**src/lcd_drive_consts.svh**
```systemverilog
// Offsets, field positions, reset values and timing counts of the LCD drive block
`ifndef LCD_DRIVE_CONSTS_SVH
`define LCD_DRIVE_CONSTS_SVH
`define ADDR_W            7
`define OFS_DISPLAY_CTRL  7'h13
`define OFS_DUTY_CLK      7'h14
`define OFS_RAM_FIRST     7'h50
`define OFS_RAM_LAST      7'h6f
`define CTRL_BLANK_BIT    0
`define CTRL_PWR_BIT      1
`define CTRL_LP_DISP_BIT  2
`define DUTY_LSB          0
`define CLKSEL_LSB        2
`define CTRL_RESET        3'h0
`define DUTY_CLK_RESET    4'h0
`define DIV_OSC_CL0       64
`define DIV_SYS_CL1       256
`define DIV_SYS_CL2       2048
`define DIV_SYS_CL3       4096
`define DIV_OSC_CL3       512
`endif

```
**src/lcd_drive_pkg.sv**
```systemverilog
// Types shared by the LCD drive block
package lcd_drive_pkg;
  typedef enum logic [1:0] {
    DUTY_QUARTER,
    DUTY_THIRD,
    DUTY_HALF,
    DUTY_STATIC
  } duty_t;
  typedef enum logic [1:0] {
    CLK_OSC_DIV64,
    CLK_SYS_DIV256,
    CLK_SYS_DIV2048,
    CLK_ALT
  } clk_sel_t;
  typedef struct packed {
    logic lp_display;
    logic power_switch;
    logic display_on;
  } display_control_t;
  typedef struct packed {
    clk_sel_t clk_sel;
    duty_t    duty;
  } duty_clock_t;
  typedef struct packed {
    logic [6:0]  addr;
    logic [31:0] wdata;
    logic        wr;
    logic        rd;
  } reg_req_t;
endpackage : lcd_drive_pkg

```
**src/lcd_tick_div.sv**
```systemverilog
// Tick generator dividing a strobe by a selectable ratio
`timescale 1ns/1ns
`default_nettype none
module lcd_tick_div #(
  parameter int CNT_W = 13
) (
  input  wire logic             i_clk,
  input  wire logic             i_sys_rst,
  input  wire logic             i_step,
  input  wire logic [CNT_W-1:0] i_ratio,
  output logic                  o_tick
);
  logic [CNT_W-1:0] count_q;

  always_ff @(posedge i_clk or posedge i_sys_rst) begin
    if (i_sys_rst) begin
      count_q <= '0;
    end else if (i_step) begin
      if (count_q >= i_ratio - CNT_W'(1)) begin
        count_q <= '0;
      end else begin
        count_q <= count_q + CNT_W'(1);
      end
    end
  end

  assign o_tick = i_step && (count_q >= i_ratio - CNT_W'(1));
endmodule : lcd_tick_div
`default_nettype wire

```
**src/lcd_phase_gen.sv**
```systemverilog
// Common phase sequencer and frame alternation for the selected duty
`timescale 1ns/1ns
`default_nettype none
module lcd_phase_gen
  import lcd_drive_pkg::*;
(
  input  wire logic          i_clk,
  input  wire logic          i_sys_rst,
  input  wire logic          i_tick,
  input  wire lcd_drive_pkg::duty_t i_duty,
  output logic [1:0]         o_phase,
  output logic               o_frame_odd
);
  import lcd_drive_pkg::*;

  logic [1:0] last_phase;

  always_comb begin
    case (i_duty)
      DUTY_QUARTER: last_phase = 2'h3;
      DUTY_THIRD:   last_phase = 2'h2;
      DUTY_HALF:    last_phase = 2'h1;
      default:      last_phase = 2'h0;
    endcase
  end

  always_ff @(posedge i_clk or posedge i_sys_rst) begin
    if (i_sys_rst) begin
      o_phase     <= 2'h0;
      o_frame_odd <= 1'b0;
    end else if (o_phase > last_phase) begin
      o_phase <= 2'h0;
    end else if (i_tick) begin
      if (o_phase >= last_phase) begin
        o_phase     <= 2'h0;
        o_frame_odd <= ~o_frame_odd;
      end else begin
        o_phase <= o_phase + 2'h1;
      end
    end
  end
endmodule : lcd_phase_gen
`default_nettype wire

```
**src/lcd_segment_drive_control.sv**
```systemverilog
// Segment LCD drive control: registers, display memory, clock choice, pin drive
//
// The strobed register port is this design's own decision.
`timescale 1ns/1ns
`default_nettype none
`include "lcd_drive_consts.svh"
module lcd_segment_drive_control
  import lcd_drive_pkg::*;
#(
  parameter int NUM_SEG = 32,
  parameter int NUM_COM = 4
) (
  input  wire logic                      i_clk,
  input  wire logic                      i_sys_rst,
  input  wire logic [6:0]                i_addr,
  input  wire logic [31:0]               i_wdata,
  input  wire logic                      i_wr,
  input  wire logic                      i_rd,
  output logic      [31:0]               o_rdata,
  input  wire logic                      i_osc_tick,
  input  wire logic                      i_sys_tick,
  input  wire logic                      i_timer_a_clock_choice_bit,
  input  wire logic                      i_low_power_mode,
  output logic      [NUM_COM-1:0]        o_com,
  output logic      [NUM_COM-1:0]        o_com_select,
  output logic      [NUM_SEG-1:0]        o_segment_output,
  output logic                           o_power_switch,
  output logic                           o_lcd_clk_tick
);
  import lcd_drive_pkg::*;

  reg_req_t         req;
  display_control_t ctrl_q;
  duty_clock_t      duty_clk_q;
  logic [3:0]       mem_q [NUM_SEG];
  logic             ram_hit;
  logic [4:0]       ram_idx;
  logic             pins_grounded;
  logic             lp_show;
  logic             step;
  logic [12:0]      ratio;
  logic [1:0]       phase;
  logic             frame_odd;
  logic [NUM_SEG-1:0] seg_d;

  function automatic logic in_ram(input logic [6:0] a);
    return (a >= `OFS_RAM_FIRST) && (a <= `OFS_RAM_LAST);
  endfunction : in_ram

  assign req     = '{addr: i_addr, wdata: i_wdata, wr: i_wr, rd: i_rd};
  assign ram_hit = in_ram(req.addr);
  assign ram_idx = 5'(req.addr - `OFS_RAM_FIRST);

  always_ff @(posedge i_clk or posedge i_sys_rst) begin
    if (i_sys_rst) begin
      ctrl_q <= `CTRL_RESET;
    end else if (req.wr && req.addr == `OFS_DISPLAY_CTRL) begin
      ctrl_q <= req.wdata[2:0];
    end
  end

  always_ff @(posedge i_clk or posedge i_sys_rst) begin
    if (i_sys_rst) begin
      duty_clk_q <= `DUTY_CLK_RESET;
    end else if (req.wr && req.addr == `OFS_DUTY_CLK) begin
      duty_clk_q <= req.wdata[3:0];
    end
  end

  always_ff @(posedge i_clk or posedge i_sys_rst) begin
    if (i_sys_rst) begin
      for (int i = 0; i < NUM_SEG; i++) begin
        mem_q[i] <= 4'h0;
      end
    end else if (req.wr && ram_hit) begin
      mem_q[ram_idx] <= req.wdata[3:0];
    end
  end

  // Reads: memory readable, control registers write-only read zero
  always_ff @(posedge i_clk or posedge i_sys_rst) begin
    if (i_sys_rst) begin
      o_rdata <= 32'h0;
    end else if (req.rd && ram_hit) begin
      o_rdata <= {28'h0, mem_q[ram_idx]};
    end else begin
      o_rdata <= 32'h0;
    end
  end

  always_comb begin
    case (duty_clk_q.clk_sel)
      CLK_OSC_DIV64: begin
        step  = i_osc_tick;
        ratio = 13'(`DIV_OSC_CL0);
      end
      CLK_SYS_DIV256: begin
        step  = i_sys_tick;
        ratio = 13'(`DIV_SYS_CL1);
      end
      CLK_SYS_DIV2048: begin
        step  = i_sys_tick;
        ratio = 13'(`DIV_SYS_CL2);
      end
      default: begin
        if (i_timer_a_clock_choice_bit) begin
          step  = i_osc_tick;
          ratio = 13'(`DIV_OSC_CL3);
        end else begin
          step  = i_sys_tick;
          ratio = 13'(`DIV_SYS_CL3 - 1) + 13'h1;
        end
      end
    endcase
  end

  lcd_tick_div #(
    .CNT_W (13)
  ) u_div (
    .i_clk     (i_clk),
    .i_sys_rst (i_sys_rst),
    .i_step    (step),
    .i_ratio   (ratio),
    .o_tick    (o_lcd_clk_tick)
  );

  lcd_phase_gen u_phase (
    .i_clk       (i_clk),
    .i_sys_rst   (i_sys_rst),
    .i_tick      (o_lcd_clk_tick),
    .i_duty      (duty_clk_q.duty),
    .o_phase     (phase),
    .o_frame_odd (frame_odd)
  );

  assign lp_show       = ctrl_q.lp_display;
  assign pins_grounded = i_low_power_mode && !lp_show;

  genvar g;
  generate
    for (g = 0; g < NUM_SEG; g++) begin : g_seg
      always_comb begin
        if (pins_grounded || !ctrl_q.display_on) begin
          seg_d[g] = 1'b0;
        end else if (duty_clk_q.duty == DUTY_STATIC) begin
          seg_d[g] = mem_q[g][0];
        end else begin
          seg_d[g] = mem_q[g][phase];
        end
      end
    end
  endgenerate

  always_ff @(posedge i_clk or posedge i_sys_rst) begin
    if (i_sys_rst) begin
      o_segment_output <= '0;
    end else begin
      o_segment_output <= seg_d ^ {NUM_SEG{frame_odd && !pins_grounded && ctrl_q.display_on}};
    end
  end

  always_ff @(posedge i_clk or posedge i_sys_rst) begin
    if (i_sys_rst) begin
      o_com_select <= '0;
      o_com        <= '0;
    end else if (pins_grounded) begin
      o_com_select <= '0;
      o_com        <= '0;
    end else begin
      o_com_select <= NUM_COM'(1) << phase;
      o_com        <= frame_odd ? ~(NUM_COM'(1) << phase) : (NUM_COM'(1) << phase);
    end
  end

  always_ff @(posedge i_clk or posedge i_sys_rst) begin
    if (i_sys_rst) begin
      o_power_switch <= 1'b0;
    end else begin
      o_power_switch <= ctrl_q.power_switch && !pins_grounded;
    end
  end
endmodule : lcd_segment_drive_control
`default_nettype wire

```
**config.mk**
```make
export PLATFORM = sky130hd
export DESIGN_NAME = lcd_segment_drive_control
export DESIGN_NICKNAME = d
export VERILOG_FILES = /design/src/lcd_drive_pkg.sv /design/src/lcd_tick_div.sv /design/src/lcd_phase_gen.sv /design/src/lcd_segment_drive_control.sv
export VERILOG_INCLUDE_DIRS = /design/src /design/src/src
export SDC_FILE = /design/constraint.sdc
export NUM_CORES = 1
export LEC_CHECK = 0
export BUFFER_PORTS_ARGS = -buffer_cell sky130_fd_sc_hd__buf_2
export CAP_MARGIN = 20
export CORE_UTILIZATION = 55
export DETAILED_ROUTE_END_ITERATION = 7
export PLACE_DENSITY = 0.76
export SETUP_SLACK_MARGIN = 0.1
export SLEW_MARGIN = 20
export SYNTH_ARGS = -nofsm -noshare
export SYNTH_HDL_FRONTEND = slang
export SYNTH_SLANG_ARGS = --single-unit
```
**constraint.sdc**
```tcl
create_clock -name i_clk -period 8.7 [get_ports i_clk]
set_input_delay 2.175 -clock i_clk [delete_from_list [all_inputs] [get_ports i_clk]]
set_output_delay 2.175 -clock i_clk [all_outputs]
set_load 0.05 [all_outputs]
```
==> reports/metrics.cfg, run 1 <==
[status]
status = finished with violations
violations = design-rule violations

[finish]
drive_gt1_share_pct = 30.0
post-route-util_pct = 60.7
layout.nets = 983
num_antenna_cells = 0
syn_to_final_growth_pct = 8.21

[global_route]
grt_pass1_vias = 7162
gr-usage-met1_pct = 35.6
track_usage_pct = 25.8
grt-ovfl-total = 0
grt_start_max_net_pins = 129
busiest_layer = met2
grt_antenna_before_repair = 0
grt.met3_usage_pct = 6.63
met2_usage_pct = 40.2
grt_pass1_wl_mm = 38.9

[logic_synthesis]
async_flop_share_pct = 100
ys_warn_count = 0
ys_seq_area_share_pct = 46.9
synth.most_common_cell = dfrtp_1
synthDominantCellAreaShare_pct = 46.9
synthesis.area_mm2 = 0.0105
syn_inst = 886
yosysUniqueCellTypes = 49
synth.area.top_cells = dfrtp_1 47%, mux2_2 14%, mux4_2 7.1%
ys_ff_latch = 196
synth-edff-count = 0
syn_avg_cell_area_um2 = 11.8
synth_common_cells = 196 x dfrtp_1, 132 x mux2_2, 109 x nor2_1
ys.flop_type = dfrtp_1
yosysTopAreaCell = dfrtp_1

[clock_tree]
cts-buffers-inserted = 17
cts_tree = built
path_clk_slew_ns = 0.06
cts_num_sinks = 196
hold_buffers = 0
clk_latency_ns = 0.44
clockRootBuffer = clkbuf_16
post_cts_resized = 0
cts_buffer_depth = 2
post_cts.repair.setup_buffers = 0
cts-htree-levels = 4

[critical_path]
worstPathMaxFanout = 18
r2r-start = duty_clk_q[3]
cp-start-kind = input port
rr_worst_depth = 12
critPathCapture = o_lcd_clk_tick
worstPathArrival_ns = 4.43
worstPathRequired_ns = 6.53
critPathKind = in -> out
end_kind = output pin
critPathLaunch = i_timer_a_clock_choice_bit
r2r-end = u_div.count_q[2]
r2r_setup_slack_ns = 5.35

[timing]
setup_viol = 0
slew_viol_final = 0
setup_tns_ns = 0
min_period_ns = 6.61
worst_pin_slew_ns = 1.02
hold_slack_ns = 0.503
hold_viol_final = 0
period_share_pct = 76.0
rsz0062_at_grt = no
max_freq_ghz = 0.151
slew_headroom_pct = 31.8
fin_worst_skew_ns = 0.00815

[power_and_ir_drop]
p_total_mw = 2.92
ir_drop_mv = 0.162
leakage_nw = 5.22
power_per_cell_area_mw_per_mm2 = 258

[placement]
port_buffers = 64
globalplace.congestion = 0.896
dp_hpwl_mm = 14.4

[die]
core.rowCount = 50
core_mm2 = 0.0186
die_w_um = 140
io_pins = 121
die-area_mm2 = 0.0196
start_util_pct = 56.1
fp.dieH_um = 140

[drt]
drt_iter0_markers = 524
first_pass_iters = 7
drt-total-wl_mm = 23.6
drc_errors = 1
via_count = 7071
via_per_inst = 6.10
wl_per_cell_um = 20.3
drt.antenna.violating_nets = 0

[run]
cap_violations = 0

[worst_hold_path]
min_path_type = reg -> reg

[cell families after synthesis]
kind of cell | synth area share, %
DFF | 46.9
adders and majority gates | 2.51
other | 0.0359
muxes | 25.6
and+or+nand+nor | 8.66
xor gates and xnor gates | 3.35
AOI/OAI and AO/OA | 7.51
buffers and inverters | 5.42
[how the worst min path moves through the flow]
stage / cells past startpoint / from / endpoint
6_report: 1 / ctrl_q[1] / o_power_switch
5_1_grt: 1 / ctrl_q[0] / ctrl_q[0]
4_1_cts: 1 / ctrl_q[1] / o_power_switch
3_5_place_dp: 1 / ctrl_q[1] / o_power_switch
3_3_place_gp: 1 / ctrl_q[1] / o_power_switch
2_1_floorplan: 1 / ctrl_q[1] / o_power_switch
[stage by stage]
| step | std cells | setup slack [ns] | instance area (um2) |
|---|---|---|---|
| after floorplan | 913 | 1.18 | 10600 |
| after global placement | 1130 | 2.17 | 10700 |
| after detailed placement | 1130 | 2.12 | 10700 |
| after CTS | 1160 | 2.09 | 11300 |
| after global routing | 1160 | 1.87 | 11300 |
| final | 1160 | 2.09 | 11300 |
[cells in the final DEF, fill, tap and decap left out, types with 17 or more instances in the layout]
master / Yosys / routed
ha_1: 21 / 21
inv_1: 18 / 17
xor2_1: 36 / 36
mux2_2: 132 / 132
mux4_2: 33 / 33
clkbuf_16: 0 / 17
nand2_1: 30 / 30
mux2i_1: 45 / 45
nor2_1: 109 / 109
conb_1: 1 / 28
buf_2: 13 / 64
a22oi_1: 32 / 32
dfrtp_1: 196 / 193
o22ai_1: 40 / 40
[cell type report]
| type | count | area, um2 |
|---|---|---|
| Fill cell | 1495 | 7320 |
| Multi-Input combinational cell | 612 | 5090 |
| Sequential cell | 196 | 4910 |
| Clock buffer | 19 | 453 |
| Timing Repair Buffer | 70 | 365 |
| Tap cell | 234 | 293 |
| Clock inverter | 11 | 126 |
| Inverter | 18 | 75.1 |
[worst max-delay path, cell delays in order]
cell and delay [ns]:
buf_2 0.12, nand2_1 0.10, o211ai_1 0.14, xor2_1 0.17, ha_1 0.31, nand4_1 0.14
nor4_1 0.51, nor3_4 0.21, a21oi_4 0.25, buf_2 0.30
[registers in the layout, indices dropped and copies added, names as in the netlist]
register / flops
ctrl_q: 2
duty_clk_q: 4
lp_show: 1
mem_q: 128
o_com: 4
o_com_select: 4
o_power_switch: 1
o_rdata: 4
o_segment_output: 32
u_div.count_q: 13
u_phase.o_frame_odd: 1
u_phase.o_phase: 2
[where the power goes]
group / internal [mW] / total [mW] / switching [mW] / leakage [nW]
clock: 0.438 / 0.783 / 0.346 / 0.286
sequential: 1.02 / 1.13 / 0.112 / 2.64
combinational: 0.388 / 1.01 / 0.617 / 2.29
total: 1.84 / 2.92 / 1.08 / 5.22
[routing by layer]
layer	part of all wire (%)	vias to the layer above
met5	0	-
met4	1.8	0
met3	6.4	28
met2	47	241
met1	45	3605
li1	-	3197
(Power assumes the default switching activity.)
==> run 2, diff against run 1 <==
CORE_UTILIZATION = 53   (was 55)
clock period = 5.92 ns   (was 8.7 ns; I/O delays follow)
==> reports/metrics.cfg, run 2 (synthesis results as in run 1) <==
[status]
status = finished clean

[clock_tree]
post_cts_resized = 0
clockRootBuffer = clkbuf_16
cts-htree-levels = 4
hold_buffers = 0
clk_latency_ns = 0.44
cts_num_sinks = 196
cts_buffer_depth = 2
path_clk_slew_ns = 0.06
cts_tree = built
cts-buffers-inserted = 17
post_cts.repair.setup_buffers = 0

[drt]
via_count = 7122
drt.antenna.violating_nets = 0
drt-total-wl_mm = 23.7
drc_errors = 0
drt_iter0_markers = 550
via_per_inst = 5.96
wl_per_cell_um = 19.8
first_pass_iters = 5

[die]
core_mm2 = 0.0194
start_util_pct = 53.9
die-area_mm2 = 0.0203
core.rowCount = 51
die_w_um = 142
fp.dieH_um = 142
io_pins = 121

[critical_path]
worstPathArrival_ns = 3.75
worstPathRequired_ns = 4.44
critPathKind = in -> out
end_kind = output pin
cp-start-kind = input port
worstPathMaxFanout = 14

[global_route]
grt_pass1_vias = 7177
grt-ovfl-total = 0
track_usage_pct = 25.1
grt_start_max_net_pins = 156
grt_pass1_wl_mm = 38.7
grt_antenna_before_repair = 0

[run]
cap_violations = 0

[finish]
final_cells = 1194
register_area_mm2 = 0.00491
top_register = mem_q
layout.nets = 984
num_antenna_cells = 0
largest_reg_flops = 128
syn_to_final_growth_pct = 8.42
multi_input_area_mm2 = 0.00509
final_cell_mix = 193 x dfrtp_1, 132 x mux2_2, 109 x nor2_1, 63 x buf_2, 45 x mux2i_1
drive_gt1_share_pct = 30.0
fill_cells = 1625
final_common_cell = dfrtp_1
reg_top3 = mem_q x128, o_segment_output x32, u_div.count_q x13

[power_and_ir_drop]
power_per_cell_area_mw_per_mm2 = 373
p_total_mw = 4.22
leakage_nw = 5.20
ir_drop_mv = 0.205

[timing]
fin_worst_skew_ns = 0.0147
setup_viol = 0
hold_viol_final = 0
slew_headroom_pct = 32.5
slew_viol_final = 0
period_share_pct = 88.3
max_freq_ghz = 0.191
setup_tns_ns = 0
worst_pin_slew_ns = 1.01
rsz0062_at_grt = no
min_period_ns = 5.23

[placement]
port_buffers = 64
placedCellCount = 1162
dp_hpwl_mm = 14.5
globalplace.congestion = 0.861

[worst_hold_path]
min_path_type = reg -> reg

==> run 2: changes by cell type in the layout (fill, tap and decap cells not counted) <==
cell / change
clkinvlp_4: +4
bufinv_16: -2
clkbuf_1: +2
buf_12: +1
buf_2: -1
buf_4: +1
clkbuf_8: -1
clkinv_2: -1
inv_6: -1
inv_8: +1
==> run 2: worst paths after layout <==
path / cells past startpoint / from / to / slack (ns)
setup / recovery: 9 / i_timer_a_clock_choice_bit / o_lcd_clk_tick / 0.69
hold / removal: 1 / ctrl_q[1] / o_power_switch / 0.50
setup reg to reg: 13 / duty_clk_q[3] / u_div.count_q[2] / 2.87
hold reg to reg: 1 / ctrl_q[1] / o_power_switch / 0.50
max in group asynchronous: 3 / i_sys_rst / mem_q[110] / 3.87
min in group asynchronous: 2 / i_sys_rst / o_segment_output[9] / 0.94
==> run 2: area by class of cell <==
cell class                      instances  area share, %
Multi-Input combinational cell        612           44.9
Tap cell                              265           2.92
Timing Repair Buffer                   71           3.42
Clock inverter                         12          0.861
Sequential cell                       196           43.3
Clock buffer                           20           3.94
Inverter                               18          0.629
==> run 2: per-layer routing <==
metal  wire (um)  global-route usage [%]
met1       10600                    35.4
met2       11000                    39.3
met3        1580                    5.05
met4         429                    7.53
met5           0                       0
==> run 2: per-stage QoR <==
step | utilization (%) | worst slack, ns | cell area, um2 | hold slack [ns]
floorplan | - | 1.16 | 10600 | 0.449
global placement | 55.6 | 0.761 | 10800 | 0.479
detailed placement | 55.6 | 0.701 | 10800 | 0.490
CTS | 58.4 | 0.695 | 11300 | 0.505
global route | 58.5 | 0.561 | 11300 | 0.537
finish | 58.5 | 0.694 | 11300 | 0.503
==> run 2: where the power goes <==
group	internal (mW)	total, mW	leakage, nW	switching (mW)
logic	0.575	1.48	2.30	0.905
clock network	0.557	1.08	0.257	0.528
registers	1.49	1.66	2.64	0.166
total	2.63	4.22	5.20	1.60
==> run 2: critical path, stage by stage <==
cell,delay [ns]
buf_2,0.12
nand2_1,0.11
o211ai_1,0.15
xor2_1,0.17
ha_1,0.31
nand4_1,0.15
or3_1,0.66
a21oi_4,0.29
buf_2,0.30
==> run 3, diff against run 2 <==
CELL_PAD_IN_SITES_DETAIL_PLACEMENT = 0   (was default)
CELL_PAD_IN_SITES_GLOBAL_PLACEMENT = 1   (was default)
CORE_UTILIZATION = 43   (was 53)
PLACE_DENSITY = default   (was 0.76)
PLACE_DENSITY_LB_ADDON = 0.1   (was default)
==> reports/metrics.cfg, run 3 (synthesis results as in run 1) <==
[finish]
largest_reg_flops = 128
final_cell_mix = 193 x dfrtp_1, 132 x mux2_2, 109 x nor2_1, 64 x buf_2, 45 x mux2i_1
fill_cells = 2160
num_antenna_cells = 0
multi_input_area_mm2 = 0.00509
reg_top3 = mem_q x128, o_segment_output x32, u_div.count_q x13
syn_to_final_growth_pct = 10.1
layout.nets = 986
drive_gt1_share_pct = 30.3
register_area_mm2 = 0.00491
top_register = mem_q
final_common_cell = dfrtp_1

[timing]
hold_viol_final = 0
slew_headroom_pct = 28.5
hold_slack_ns = 0.485
rsz0062_at_grt = no
fin_worst_skew_ns = 0.0138
slew_viol_final = 0
period_share_pct = 88.2
setup_ws_ns = 0.701
worst_pin_slew_ns = 1.07
setup_tns_ns = 0
max_freq_ghz = 0.192
setup_viol = 0
min_period_ns = 5.22

[die]
core.rowCount = 56
die_w_um = 158
io_pins = 121
fp.dieH_um = 158
die-area_mm2 = 0.0250
start_util_pct = 44.2
core_mm2 = 0.0237

[global_route]
met2_usage_pct = 35.7
grt_pass1_wl_mm = 42.0
grt_start_max_net_pins = 192
gr-usage-met1_pct = 31.7
track_usage_pct = 22.5
grt-ovfl-total = 0
grt_pass1_vias = 7295
grt.met3_usage_pct = 3.56
grt_antenna_before_repair = 0
busiest_layer = met2

[critical_path]
worstPathMaxFanout = 18
crit_slowest_cell = nor4_1
max_stage_delay_ns = 0.51
rr_worst_depth = 12
cp_common_cell = buf_2
path_delay_family = simple AND/OR/NAND/NOR gates
cp_num_cells = 10
worstPathArrival_ns = 3.74
end_kind = output pin
cp-start-kind = input port
critPathKind = in -> out
crit_buf_inv = 2
crit_chain = buf_2 > nand2_1 > o211ai_1 > xor2_1 > ha_1 > nand4_1 > nor4_1 > nor3_4 > a21oi_4 > buf_2
worstPathRequired_ns = 4.44

[clock_tree]
cts_num_sinks = 196
cts_buffer_depth = 2
clockRootBuffer = clkbuf_16
post_cts.repair.setup_buffers = 0
path_clk_slew_ns = 0.07
clk_latency_ns = 0.45
post_cts_resized = 0
cts_tree = built
hold_buffers = 0
cts-buffers-inserted = 17
cts-htree-levels = 4

[drt]
via_count = 7139
drt_iter0_markers = 358
via_per_inst = 5.71
drt-total-wl_mm = 26.3
drc_errors = 0
drt.antenna.violating_nets = 0
first_pass_iters = 5
wl_per_cell_um = 21.1

[status]
status = finished clean

[placement]
port_buffers = 64
globalplace.congestion = 0.814
dp_hpwl_mm = 16.8
place_ws_ns = 0.723

[worst_hold_path]
hold-path-cell-count = 1
min_path_type = reg -> reg

[power_and_ir_drop]
p_total_mw = 4.38
ir_drop_mv = 0.333
leakage_nw = 5.26
power_per_cell_area_mw_per_mm2 = 381

[run]
cap_violations = 0

## run 3: cell types whose count changed in the layout (fill, tap and decap cells not counted), moves of 2 or more
| cell | before | now |
|---|---|---|
| clkinv_8 | 0 | 3 |
| bufinv_16 | 0 | 2 |
| clkinv_2 | 2 | 0 |
| inv_6 | 2 | 6 |
| clkinvlp_4 | 5 | 1 |
## run 3: path summary, 6_finish.rpt
check	end	slack, ns	from
hold / removal	o_power_switch	0.48	ctrl_q[1]
setup reg to reg	u_div.count_q[2]	2.49	duty_clk_q[3]
setup / recovery	o_lcd_clk_tick	0.70	i_timer_a_clock_choice_bit
hold reg to reg	o_power_switch	0.48	ctrl_q[1]
min in group asynchronous	o_segment_output[8]	0.95	i_sys_rst
max in group asynchronous	u_phase.o_frame_odd	3.77	i_sys_rst
## run 3: stage by stage
step                      cells  area, um2  util, %
after global placement     1217      10900     45.9
after global routing       1250      11500     48.6
after CTS                  1249      11500     48.5
after detailed placement   1217      10900     45.9
after floorplan             913      10600        -
final                      1250      11500     48.6
## run 3: area by class of cell
cell class                 count  share of cell area (%)
tap                          319                    3.47
inverter                      18                   0.619
multi-input combinational    612                    44.3
sequential                   196                    42.6
clock buffer                  18                    3.73
clock inverter                14                    1.65
timing repair buffer          73                    3.65
## run 3: worst register-to-register path, stage by stage, from the launching register on
cell and delay [ns]:
dfrtp_1 0.39, inv_1 0.10, ha_1 0.19, inv_1 0.09, nor2_1 0.07, o311a_1 0.29
a31oi_1 0.16, ha_1 0.28, a21oi_1 0.13, o21ai_0 0.16, nor3_4 0.62, nand3_1 0.44
o311ai_0 0.41
## run 3: power by group
part	total (mW)	internal, mW	switching, mW
combinational	1.48	0.576	0.904
sequential	1.68	1.49	0.188
clock	1.22	0.647	0.576
## run 3: per-layer routing
metal	part of all wire, %	up-vias
li1	-	3216
met2	48	160
met4	1.3	0
met1	47	3740
met3	3.3	23
met5	0	-
